$ cat src/inc/gadcs_pkg.sv
`default_nettype none
package gadcs_pkg;
   // ****************************************************
   // Global address map
   // ****************************************************
   localparam int ADDR_W = 23;
   localparam logic [22:0] CS3_BOT = 23'h00_0800;
   localparam logic [22:0] CS3_TOP = 23'h0F_FFFF;
   localparam logic [22:0] CS2A_BOT = 23'h10_0000;
   localparam logic [22:0] CS2A_TOP = 23'h13_FFFF;
   localparam logic [22:0] CS2B_BOT = 23'h14_0000;
   localparam logic [22:0] CS2B_TOP = 23'h1F_FFFF;
   localparam logic [22:0] CS1_BOT = 23'h20_0000;
   localparam logic [22:0] CS1_TOP = 23'h3F_FFFF;
   localparam logic [22:0] CS0_BOT = 23'h40_0000;
   localparam logic [22:0] CS0_TOP = 23'h7F_FFFF;
   localparam logic [22:0] PAGE_MASK = 23'h00_FFFF;
   // ****************************************************
   // Operating modes
   // ****************************************************
   typedef enum logic [2:0] {
      GADCS_NORMAL_SINGLE,
      GADCS_SPECIAL_SINGLE,
      GADCS_EMUL_SINGLE,
      GADCS_NORMAL_EXPANDED,
      GADCS_EMUL_EXPANDED,
      GADCS_SPECIAL_TEST
   } gadcs_mode_t;
   // ****************************************************
   // Access disposition
   // ****************************************************
   typedef enum logic [1:0] {
      GADCS_DO_INTERNAL,
      GADCS_DO_EXTERNAL,
      GADCS_DO_IGNORE,
      GADCS_DO_RESET
   } gadcs_action_t;
   localparam logic [3:0] CS_IDLE = 4'hF;
   localparam logic [1:0] ACT_RESET_VAL = 2'h0;
endpackage
`default_nettype wire

$ cat src/core/gadcs_decode.sv
`timescale 1ns/1ps
`default_nettype none
// Overview of operation
// - Expanded modes except emulation single-chip send unimplemented/external accesses outward.
// - Emulation single-chip sends unimplemented-area accesses to the external bus.
// - Emulation single-chip CPU access to external space raises illegal access reset.
// - Emulation single-chip debug-port external accesses proceed, no reset, data undefined.
// - Single-chip CPU access to unimplemented area resets, unless firmware command.
// - Single-chip debug-port unimplemented accesses proceed, no reset, data undefined.
// - Misaligned word at non-RAM top byte: done expanded; single-chip resets except flash/firmware.
// - Misaligned word at RAM top byte: ignored expanded; single-chip resets except firmware.
// - Debug port never issues misaligned words; decoder treats none from it.
// - Global misaligned word at page end wraps to first byte of same page.
// - Chip selects only in normal/emulation expanded and special test, off-chip accesses, plus on-chip high-mapped flash for chip select two.
// - Chip select three spans its bottom to top less on-chip RAM size.
// - First chip select two range spans bottom to top less EEPROM size.
// - Chip select two also decodes upper range, even over flash when high-mapped.
// - Chip select one decodes its whole global range.
// - Chip select zero spans bottom to top less on-chip flash size.
// - With internal NVM enabled, chip select zero is off over that block.
module gadcs_decode (
   // Clock and reset
   input wire logic i_core_clk,
   input wire logic i_rst_n,
   // Configuration
   input wire gadcs_pkg::gadcs_mode_t i_mode,
   input wire logic [22:0] i_onchip_ram_size,
   input wire logic [22:0] i_onchip_eeprom_size,
   input wire logic [22:0] i_onchip_flash_size,
   input wire logic i_flash_high_map_sel,
   input wire logic i_internal_nvm_enable,
   // Access request
   input wire logic i_acc_valid,
   input wire logic [22:0] i_acc_addr,
   input wire logic i_acc_word,
   input wire logic i_acc_debug_port,
   input wire logic i_acc_firmware,
   input wire logic i_acc_global,
   input wire logic i_hit_onchip,
   input wire logic i_hit_ram,
   input wire logic i_hit_flash,
   input wire logic i_hit_top_byte,
   input wire logic i_hit_unimpl,
   // Results
   output logic o_acc_valid,
   output gadcs_pkg::gadcs_action_t o_action,
   output logic o_data_undefined,
   output logic [22:0] o_second_addr,
   output logic o_illegal_reset,
   output logic o_chip_select_zero_n,
   output logic o_chip_select_one_n,
   output logic o_chip_select_two_n,
   output logic o_chip_select_three_n
);
   // ****************************************************
   // Mode groups
   // ****************************************************
   wire logic single_mode;
   wire logic emul_single;
   wire logic cs_mode;
   assign emul_single = (i_mode == gadcs_pkg::GADCS_EMUL_SINGLE);
   assign single_mode = (i_mode == gadcs_pkg::GADCS_NORMAL_SINGLE) ||
                        (i_mode == gadcs_pkg::GADCS_SPECIAL_SINGLE);
   assign cs_mode = (i_mode == gadcs_pkg::GADCS_NORMAL_EXPANDED) ||
                    (i_mode == gadcs_pkg::GADCS_EMUL_EXPANDED) ||
                    (i_mode == gadcs_pkg::GADCS_SPECIAL_TEST);

   function automatic logic in_rng(input logic [22:0] a, input logic [22:0] lo,
                                   input logic [22:0] hi);
      in_rng = (a >= lo) && (a <= hi);
   endfunction

   // ****************************************************
   // Access classification
   // ****************************************************
   wire logic is_cpu;
   wire logic offchip;
   wire logic misal;
   wire logic ext_space;
   assign is_cpu = !i_acc_debug_port;
   assign offchip = !i_hit_onchip;
   assign ext_space = offchip && !i_hit_unimpl;
   assign misal = i_acc_word && i_acc_addr[0] && is_cpu;

   wire logic [22:0] second_addr_next;
   assign second_addr_next = (i_acc_global && ((i_acc_addr & gadcs_pkg::PAGE_MASK) ==
                             gadcs_pkg::PAGE_MASK)) ? (i_acc_addr & ~gadcs_pkg::PAGE_MASK)
                             : 23'(i_acc_addr + 23'h00_0001);

   gadcs_pkg::gadcs_action_t action_next;
   logic undef_next;
   always_comb begin
      action_next = gadcs_pkg::GADCS_DO_INTERNAL;
      undef_next = 1'b0;
      if (offchip) begin
         if (single_mode) begin
            if (is_cpu && !i_acc_firmware) begin
               action_next = gadcs_pkg::GADCS_DO_RESET;
            end else begin
               action_next = gadcs_pkg::GADCS_DO_INTERNAL;
               undef_next = !is_cpu;
            end
         end else if (emul_single && ext_space) begin
            if (is_cpu) begin
               action_next = gadcs_pkg::GADCS_DO_RESET;
            end else begin
               action_next = gadcs_pkg::GADCS_DO_EXTERNAL;
               undef_next = 1'b1;
            end
         end else begin
            action_next = gadcs_pkg::GADCS_DO_EXTERNAL;
         end
      end else if (misal && i_hit_top_byte) begin
         if (i_hit_ram) begin
            if (single_mode && !i_acc_firmware) begin
               action_next = gadcs_pkg::GADCS_DO_RESET;
            end else if (!single_mode) begin
               action_next = gadcs_pkg::GADCS_DO_IGNORE;
               undef_next = 1'b1;
            end
         end else if (single_mode && !i_acc_firmware && !i_hit_flash) begin
            action_next = gadcs_pkg::GADCS_DO_RESET;
         end
      end
   end

   // ****************************************************
   // Chip select decode
   // ****************************************************
   wire logic cs3_hit;
   wire logic cs2_hit;
   wire logic cs1_hit;
   wire logic cs0_hit;
   wire logic cs_ok;
   assign cs_ok = i_acc_valid && cs_mode && offchip;
   assign cs3_hit = in_rng(i_acc_addr, gadcs_pkg::CS3_BOT,
                           23'(gadcs_pkg::CS3_TOP - i_onchip_ram_size));
   // two ranges; high-mapped flash still selects
   assign cs2_hit = in_rng(i_acc_addr, gadcs_pkg::CS2A_BOT,
                           23'(gadcs_pkg::CS2A_TOP - i_onchip_eeprom_size)) ||
                    in_rng(i_acc_addr, gadcs_pkg::CS2B_BOT, gadcs_pkg::CS2B_TOP);
   assign cs1_hit = in_rng(i_acc_addr, gadcs_pkg::CS1_BOT, gadcs_pkg::CS1_TOP);
   // less flash; NVM enable keeps it off on-chip
   assign cs0_hit = in_rng(i_acc_addr, gadcs_pkg::CS0_BOT,
                           23'(gadcs_pkg::CS0_TOP - i_onchip_flash_size)) ||
                    (!i_internal_nvm_enable && i_acc_addr >= gadcs_pkg::CS0_BOT);
   wire logic cs2_flash_high;
   assign cs2_flash_high = i_acc_valid && cs_mode && i_flash_high_map_sel &&
                           in_rng(i_acc_addr, gadcs_pkg::CS2B_BOT, gadcs_pkg::CS2B_TOP);

   // ****************************************************
   // Output registers
   // ****************************************************
   // registered active-low selects
   always_ff @(posedge i_core_clk or negedge i_rst_n) begin
      if (!i_rst_n) begin
         o_chip_select_three_n <= gadcs_pkg::CS_IDLE[3];
         o_chip_select_two_n <= gadcs_pkg::CS_IDLE[2];
         o_chip_select_one_n <= gadcs_pkg::CS_IDLE[1];
         o_chip_select_zero_n <= gadcs_pkg::CS_IDLE[0];
      end else begin
         o_chip_select_three_n <= !(cs_ok && cs3_hit);
         o_chip_select_two_n <= !((cs_ok && cs2_hit) || cs2_flash_high);
         o_chip_select_one_n <= !(cs_ok && cs1_hit);
         o_chip_select_zero_n <= !(cs_ok && cs0_hit && !i_hit_onchip);
      end
   end

   always_ff @(posedge i_core_clk or negedge i_rst_n) begin
      if (!i_rst_n) begin
         o_acc_valid <= 1'b0;
         o_action <= gadcs_pkg::gadcs_action_t'(gadcs_pkg::ACT_RESET_VAL);
         o_data_undefined <= 1'b0;
         o_second_addr <= '0;
         o_illegal_reset <= 1'b0;
      end else begin
         o_acc_valid <= i_acc_valid;
         o_action <= action_next;
         o_data_undefined <= i_acc_valid && undef_next;
         o_second_addr <= second_addr_next;
         o_illegal_reset <= i_acc_valid && (action_next == gadcs_pkg::GADCS_DO_RESET);
      end
   end

   // ****************************************************
   // Checks
   // ****************************************************
   // emulation single-chip external CPU access
   emul_ext_reset_a: assert property (@(posedge i_core_clk) disable iff (!i_rst_n)
      i_acc_valid && emul_single && ext_space && is_cpu |=> o_illegal_reset)
      else $error("emulation single-chip external CPU access did not reset");
   emul_dbg_ok_a: assert property (@(posedge i_core_clk) disable iff (!i_rst_n)
      i_acc_valid && emul_single && ext_space && !is_cpu |=> !o_illegal_reset && o_data_undefined)
      else $error("debug external access mishandled");
   single_unimpl_a: assert property (@(posedge i_core_clk) disable iff (!i_rst_n)
      i_acc_valid && single_mode && offchip && is_cpu && !i_acc_firmware |=> o_illegal_reset)
      else $error("single-chip unimplemented access did not reset");
   dbg_no_reset_a: assert property (@(posedge i_core_clk) disable iff (!i_rst_n)
      i_acc_valid && !is_cpu |=> !o_illegal_reset)
      else $error("debug access raised reset");
   exp_route_a: assert property (@(posedge i_core_clk) disable iff (!i_rst_n)
      i_acc_valid && cs_mode && offchip |=> o_action == gadcs_pkg::GADCS_DO_EXTERNAL)
      else $error("expanded off-chip access not routed outward");
   ram_top_ign_a: assert property (@(posedge i_core_clk) disable iff (!i_rst_n)
      i_acc_valid && !single_mode && i_hit_onchip && misal && i_hit_top_byte && i_hit_ram
      |=> o_action == gadcs_pkg::GADCS_DO_IGNORE)
      else $error("RAM top misaligned access not ignored");
   cs_mode_gate_a: assert property (@(posedge i_core_clk) disable iff (!i_rst_n)
      !cs_mode |=> o_chip_select_zero_n && o_chip_select_one_n && o_chip_select_two_n &&
      o_chip_select_three_n)
      else $error("chip select active in wrong mode");
   page_wrap_a: assert property (@(posedge i_core_clk) disable iff (!i_rst_n)
      i_acc_global && i_acc_addr[15:0] == 16'hFFFF |=> o_second_addr[15:0] == 16'h0000 &&
      o_second_addr[22:16] == $past(i_acc_addr[22:16]))
      else $error("page wrap address wrong");
   cs1_range_a: assert property (@(posedge i_core_clk) disable iff (!i_rst_n)
      cs_ok && i_acc_addr[22:21] == 2'b01 |=> !o_chip_select_one_n)
      else $error("chip select one missing");
   // ****************************************************
   // Corner checks
   // ****************************************************
   // unimplemented goes outward
   emul_unimpl_a: assert property (@(posedge i_core_clk) disable iff (!i_rst_n)
      i_acc_valid && emul_single && offchip && i_hit_unimpl |=>
      o_action == gadcs_pkg::GADCS_DO_EXTERNAL)
      else $error("emulation single-chip unimplemented access not routed outward");
   fw_no_reset_a: assert property (@(posedge i_core_clk) disable iff (!i_rst_n)
      i_acc_valid && single_mode && offchip && i_acc_firmware |=> !o_illegal_reset)
      else $error("firmware command raised reset");
   dbg_undef_a: assert property (@(posedge i_core_clk) disable iff (!i_rst_n)
      i_acc_valid && single_mode && offchip && !is_cpu |=>
      o_data_undefined && o_action == gadcs_pkg::GADCS_DO_INTERNAL)
      else $error("debug unimplemented access mishandled");
   top_byte_rst_a: assert property (@(posedge i_core_clk) disable iff (!i_rst_n)
      i_acc_valid && single_mode && i_hit_onchip && misal && i_hit_top_byte && !i_hit_ram &&
      !i_hit_flash && !i_acc_firmware |=> o_illegal_reset)
      else $error("single-chip top byte access did not reset");
   top_byte_exp_a: assert property (@(posedge i_core_clk) disable iff (!i_rst_n)
      i_acc_valid && !single_mode && i_hit_onchip && !i_hit_ram |=>
      o_action == gadcs_pkg::GADCS_DO_INTERNAL && !o_illegal_reset)
      else $error("expanded top byte access not performed");
   ram_top_rst_a: assert property (@(posedge i_core_clk) disable iff (!i_rst_n)
      i_acc_valid && single_mode && i_hit_onchip && misal && i_hit_top_byte && i_hit_ram &&
      !i_acc_firmware |=> o_illegal_reset)
      else $error("single-chip RAM top access did not reset");
   dbg_aligned_a: assert property (@(posedge i_core_clk) disable iff (!i_rst_n)
      i_acc_valid && !is_cpu && i_hit_onchip |=> o_action == gadcs_pkg::GADCS_DO_INTERNAL)
      else $error("debug on-chip access not performed");
   page_step_a: assert property (@(posedge i_core_clk) disable iff (!i_rst_n)
      !(i_acc_global && i_acc_addr[15:0] == 16'hFFFF) |=>
      o_second_addr == 23'($past(i_acc_addr) + 23'h00_0001))
      else $error("second byte address wrong");
   cs3_range_a: assert property (@(posedge i_core_clk) disable iff (!i_rst_n)
      cs_ok && i_acc_addr >= gadcs_pkg::CS3_BOT &&
      i_acc_addr <= 23'(gadcs_pkg::CS3_TOP - i_onchip_ram_size) |=> !o_chip_select_three_n)
      else $error("chip select three missing");
   cs2_range_a: assert property (@(posedge i_core_clk) disable iff (!i_rst_n)
      cs_ok && i_acc_addr >= gadcs_pkg::CS2A_BOT &&
      i_acc_addr <= 23'(gadcs_pkg::CS2A_TOP - i_onchip_eeprom_size) |=> !o_chip_select_two_n)
      else $error("chip select two missing");
   cs2_high_map_a: assert property (@(posedge i_core_clk) disable iff (!i_rst_n)
      i_acc_valid && cs_mode && i_flash_high_map_sel && i_acc_addr >= gadcs_pkg::CS2B_BOT &&
      i_acc_addr <= gadcs_pkg::CS2B_TOP |=> !o_chip_select_two_n)
      else $error("chip select two missing over high-mapped flash");
   cs0_range_a: assert property (@(posedge i_core_clk) disable iff (!i_rst_n)
      cs_ok && i_acc_addr >= gadcs_pkg::CS0_BOT &&
      i_acc_addr <= 23'(gadcs_pkg::CS0_TOP - i_onchip_flash_size) |=> !o_chip_select_zero_n)
      else $error("chip select zero missing");
   cs0_nvm_off_a: assert property (@(posedge i_core_clk) disable iff (!i_rst_n)
      i_internal_nvm_enable && i_acc_addr > 23'(gadcs_pkg::CS0_TOP - i_onchip_flash_size) |=>
      o_chip_select_zero_n)
      else $error("chip select zero active over enabled on-chip memory");
   // Ranges are disjoint for sane sizes, so two selects at once would mean bus contention.
   // one select only
   one_select_a: assert property (@(posedge i_core_clk) disable iff (!i_rst_n)
      $onehot0(~{o_chip_select_three_n, o_chip_select_two_n, o_chip_select_one_n,
      o_chip_select_zero_n}))
      else $error("more than one chip select active");
   // ****************************************************
   // Coverage
   // ****************************************************
   cov_ext_c: cover property (@(posedge i_core_clk) o_action == gadcs_pkg::GADCS_DO_EXTERNAL);
   cov_reset_c: cover property (@(posedge i_core_clk) o_illegal_reset);
   cov_ignore_c: cover property (@(posedge i_core_clk) o_action == gadcs_pkg::GADCS_DO_IGNORE);
   cov_cs0_c: cover property (@(posedge i_core_clk) !o_chip_select_zero_n);
   cov_undef_c: cover property (@(posedge i_core_clk) o_data_undefined);
endmodule
`default_nettype wire

$ cat config.mk
export PLATFORM = sky130hd
export DESIGN_NAME = gadcs_decode
export DESIGN_NICKNAME = d
export VERILOG_FILES = /design/src/inc/gadcs_pkg.sv /design/src/core/gadcs_decode.sv
export SDC_FILE = /design/constraint.sdc
export NUM_CORES = 1
export LEC_CHECK = 0
export BUFFER_PORTS_ARGS = -buffer_cell sky130_fd_sc_hd__buf_2
export CORE_UTILIZATION = 45
export DETAILED_ROUTE_END_ITERATION = 7
export GPL_ROUTABILITY_DRIVEN = 0
export MAX_ROUTING_LAYER = met4
export PLACE_DENSITY = 0.79
export SYNTH_ARGS = -nofsm -noshare
export SYNTH_HDL_FRONTEND = slang
export SYNTH_SLANG_ARGS = --single-unit
$ cat constraint.sdc
create_clock -name i_core_clk -period 1.2 [get_ports i_core_clk]
set_clock_uncertainty 0.05 [all_clocks]
set_input_delay 0.06 -clock i_core_clk [delete_from_list [all_inputs] [get_ports i_core_clk]]
set_output_delay 0.06 -clock i_core_clk [all_outputs]
set_load 0.01 [all_outputs]
### Word level (Yosys, flattened, before mapping)

Cells that the tools add are included.

* bits in registers: 32
* output and inout bits: 32
* logic and storage cells: 93

* reductions and logical operators: 43
* multiplexer cells: 20
* equality and inequality tests: 7
* order comparisons: 10
* add/sub/neg operators: 4

Operator list (number)
* $le 23x23->1: 3
* $ge 23x21->1 const B: 2
* $logic_and 1x1->1: 26
* $add 23x1->23 const B: 1
* $ge 23x12->1 const B: 1
* $ge 23x22->1 const B: 1
* $ge 23x23->1 const B: 1
* $le 23x21->1 const B: 1
* $le 23x22->1 const B: 1
* $mux 23: 1
* $sub 20x23->23 const A: 1
* $sub 21x23->23 const A: 1
* $sub 23x23->23 const A: 1
* $mux 2: 10
* $eq 16x16->1 const B: 1
* $logic_not 1->1: 10
* $mux 1: 9
* $eq 3x2->1 const B: 2
* $eq 3x3->1 const B: 2
* $logic_or 1x1->1: 6
* $eq 3x1->1 const B: 1
* $logic_not 3->1: 1
* $eq 2x2->1 const B: 1

### Longest topological paths before layout

* word-level depth: 10
* gate-level depth with buffers: 12
* depth with buffers taken out: 12

### Least setup slack after synthesis

No wires, ideal clock.

* path type: in2reg
* start point: input i_onchip_eeprom_size[18]
* end point: register o_chip_select_two_n
* stages on the path: 12
* setup slack: -0.669 ns
* arrival time: 1.737 ns
* required time: 1.068 ns
* path buffers: 0
* library setup time: 0.082 ns
* cell sequence: inv_1 > ha_1 > inv_1 > a21oi_1 > xor2_1 > ha_1 > nand4_1 > nor4_1 > nand2_1 > a21oi_1 > nor4_1 > nor3_1

* longest elaborated chain between the ends: 7

Ends and longest elaborated chain
* from (decl): line gadcs_decode.sv:28 `input wire logic [22:0] i_onchip_eeprom_size,`
* $sub 21x23->23: line gadcs_decode.sv:140 `23'(gadcs_pkg::CS2A_TOP - i_onchip_eeprom_size)) ||`
* $le 23x23->1: line gadcs_decode.sv:70 `in_rng = (a >= lo) && (a <= hi);`
* $logic_and 1x1->1: line gadcs_decode.sv:70
* $logic_or 1x1->1: line gadcs_decode.sv:140
* $logic_and 1x1->1: line gadcs_decode.sv:163 `o_chip_select_two_n <= !((cs_ok && cs2_hit) || cs2_flash_high);`
* $logic_or 1x1->1: line gadcs_decode.sv:163
* $logic_not 1->1: line gadcs_decode.sv:163
* to (signal assigned): line gadcs_decode.sv:158 `o_chip_select_two_n <= gadcs_pkg::CS_IDLE[2];`
* to (signal assigned): line gadcs_decode.sv:163
* to (decl): line gadcs_decode.sv:52 `output logic o_chip_select_two_n,`

Every way passes these cells.

### Worst setup path after layout

Ends and elaborated chain as after synthesis.

==> results.ini <==
[global_route]
grt_antenna_before_repair = 0
grt_max_degree = 25
use_met2_pct = 54.8
track_usage_pct = 29.8
grt_use_met1_pct = 31.2
top_usage_layer = met2
grt_first_pass_wirelength_um = 16200
grt_pass1_vias = 3635
use_met3_pct = 3.64
grt-ovfl-total = 0

[layout]
drive_gt1_share_pct = 49.7
area_growth_syn_to_layout_pct = 66.4
multiInputGateArea_um2 = 2530
layout.area.seq_um2 = 806
stdcell_count = 644
fillers = 423
design_area_um2 = 5130
diodes = 0
nNetsFinal = 748

[synth]
yosys_register_bits = 32
synth_area_um2 = 3080
synth_area_per_cell_um2 = 9.12
synth_area_leaders = ha_1 30%, dfrtp_1 23%, a21oi_1 4.9%
synthCells = 338
synth_common_cells = 73 x ha_1, 30 x a21oi_1, 28 x dfrtp_1, 27 x nand2_1, 19 x nor2_1
synth_nets = 520
ys_warn_count = 0
synthSimpleGateAreaFrac_pct = 20.8
yosys.cell_types.count = 45
synth_xor_area_share_pct = 6.82
async_reset_ff_share_pct = 100
yosysTopAreaCell = ha_1
synth-compound-area-share_pct = 13.8
synth_top_family_by_area = adder cells
synth-adder-area-share_pct = 29.6
synth_top_flop_cell = dfrtp_1
yosys.area.top_type_share_pct = 29.6
synth_edf_count = 0
yosysSeqAreaShare_pct = 26.1
synth.most_common_cell = ha_1
muxShareOfSynthArea_pct = 0.325

[clock_tree]
cts_tree = yes
cts_buffers = 5
cts-root-buf = clkbuf_8
clkTransAtPathRegs_ns = 0.06
htreeDepth = 2
cts.sinks = 32
clockBufferDepth = 2

[drt]
wirelength_um = 11300
vias = 3639
drc = 11
post_drt_wl_per_cell_um = 17.6
drtAntennaViolNets = 0
initialDrtViolationCount = 195
via_per_inst = 5.65
drtPass1Iterations = 8

[die]
fp.dieArea_um2 = 7190
initial_core_util_pct = 47.5
die_x_um = 84.8
core-area_um2 = 6490
dieHeight_um = 84.8
top_level_ports = 141
core.rowCount = 29

[critical_path]
cp_cell_sequence = buf_8, inv_12, ha_4, inv_2, a21oi_2, xor2_1, ha_1, nand4_1, nor4_2, nand2_1, a21oi_1, nor4_1, nor3_1
cp_slowest_cell = ha_1
setup.worst_path.end_class = register
worst-path-buf-inv = 3
required_ns = 1.35
cp-start-kind = input pin
worstSetupPathType = input pin to register
cp-startpoint = i_onchip_eeprom_size[18]
cp_top_family = simple AND/OR/NAND/NOR gates
cp_max_fo = 3
arrival_ns = 1.75
cp_slowest_stage_delay_ns = 0.29

[sta]
slew_headroom_pct = 63.3
grt_setup_unrepaired = true
final_max_slew_viol_count = 0
min_period_over_period_pct = 133
tightest_slew_ns = 0.550
setup_slack_ns = -0.401
layout_min_cycle_time_ns = 1.60
final.setup.tns_ns = -0.812
setup_violations = 13
max_freq_mhz = 625
hold_viol = 0

[run_status]
status = complete, but fails checks
violations = DRC, setup timing

[worst_hold_path]
hold_class = input pin to register
min_from = i_acc_valid

[power]
power.leakage_nw = 2.50
ir_worst_vdd_mv = 0.450
power.density_nw_per_um2 = 680

[placed_design]
placed_area_um2 = 4560
dpl.hpwl_um = 8300
io_buffer_count = 140
dp.cells = 627

[flow_run]
cap_violations = 0

==> repair_timing <==
item	4_1_cts	5_1_grt
buffers inserted	2	3
cloned	0	0
pin swaps	15	31
setup endpoints to repair	16	20
resized for setup	30	51
endpoints found under the hold margin	21	1
hold buffers	3	1
==> logic make-up after synthesis <==
group,after synthesis
and+or+nand+nor,119
AOI/OAI and AO/OA,70
buffers and inverters,19
DFF,32
adders and majority gates,73
muxes,1
xor gates and xnor gates,24
==> area by class of cell <==
class                           instances  area share [%]
Inverter                               17            2.12
Tap cell                               77            1.88
Multi-Input combinational cell        287            49.3
Clock buffer                            6            1.61
Clock inverter                          2           0.195
Timing Repair Buffer                  223            29.2
Sequential cell                        32            15.7
==> layout by cell type, fill, tap and decap left out, types with 5 or more instances in the layout <==
cell type and count:
ha_4 17, a21oi_1 22, ha_1 56, xnor2_1 17, clkbuf_8 6, nand2_1 26
nand3_1 15, inv_1 11, a211oi_1 6, buf_2 119, a21oi_2 8, dfrtp_1 28
nor2_1 19, buf_6 14, buf_8 6, nand4_1 18, nor3_2 5, buf_4 78
o21ai_0 11, xor2_1 7
==> per-layer routing <==
metal  part of all wire, %  routed length, um
met4                   6.0                684
met1                    36               4100
met2                    52               5860
met5                     0                  0
met3                   5.9                665
==> power by group <==
part	switching (mW)	internal (mW)
sequential	0.0166	1.14
clock	0.403	0.457
combinational	0.722	0.747
==> through the flow <==
step           setup WS [ns]  utilization [%]  hold slack (ns)  power (mW)
2_1_floorplan         -0.385                -           -0.286        1.72
4_1_cts               -0.395             74.4         0.000997        3.34
6_report              -0.401             79.0           0.0116        3.49
5_1_grt               -0.565             79.0          0.00674        3.68
3_3_place_gp          -0.670             70.2           0.0111        2.36
3_5_place_dp          -0.770             70.2           0.0184        2.42
==> final timing paths <==
kind	endpoint	cells past startpoint
max in group asynchronous	o_illegal_reset	3
min in group asynchronous	o_second_addr[2]	2
hold / removal	o_illegal_reset	2
setup / recovery	o_chip_select_two_n	13
==> registers in the layout, indices dropped and copies added, names as in the netlist <==
register / count
o_acc_valid: 1
o_action: 2
o_chip_select_one_n: 1
o_chip_select_three_n: 1
o_chip_select_two_n: 1
o_chip_select_zero_n: 1
o_data_undefined: 1
o_illegal_reset: 1
o_second_addr: 23
(Power assumes the default switching activity.)
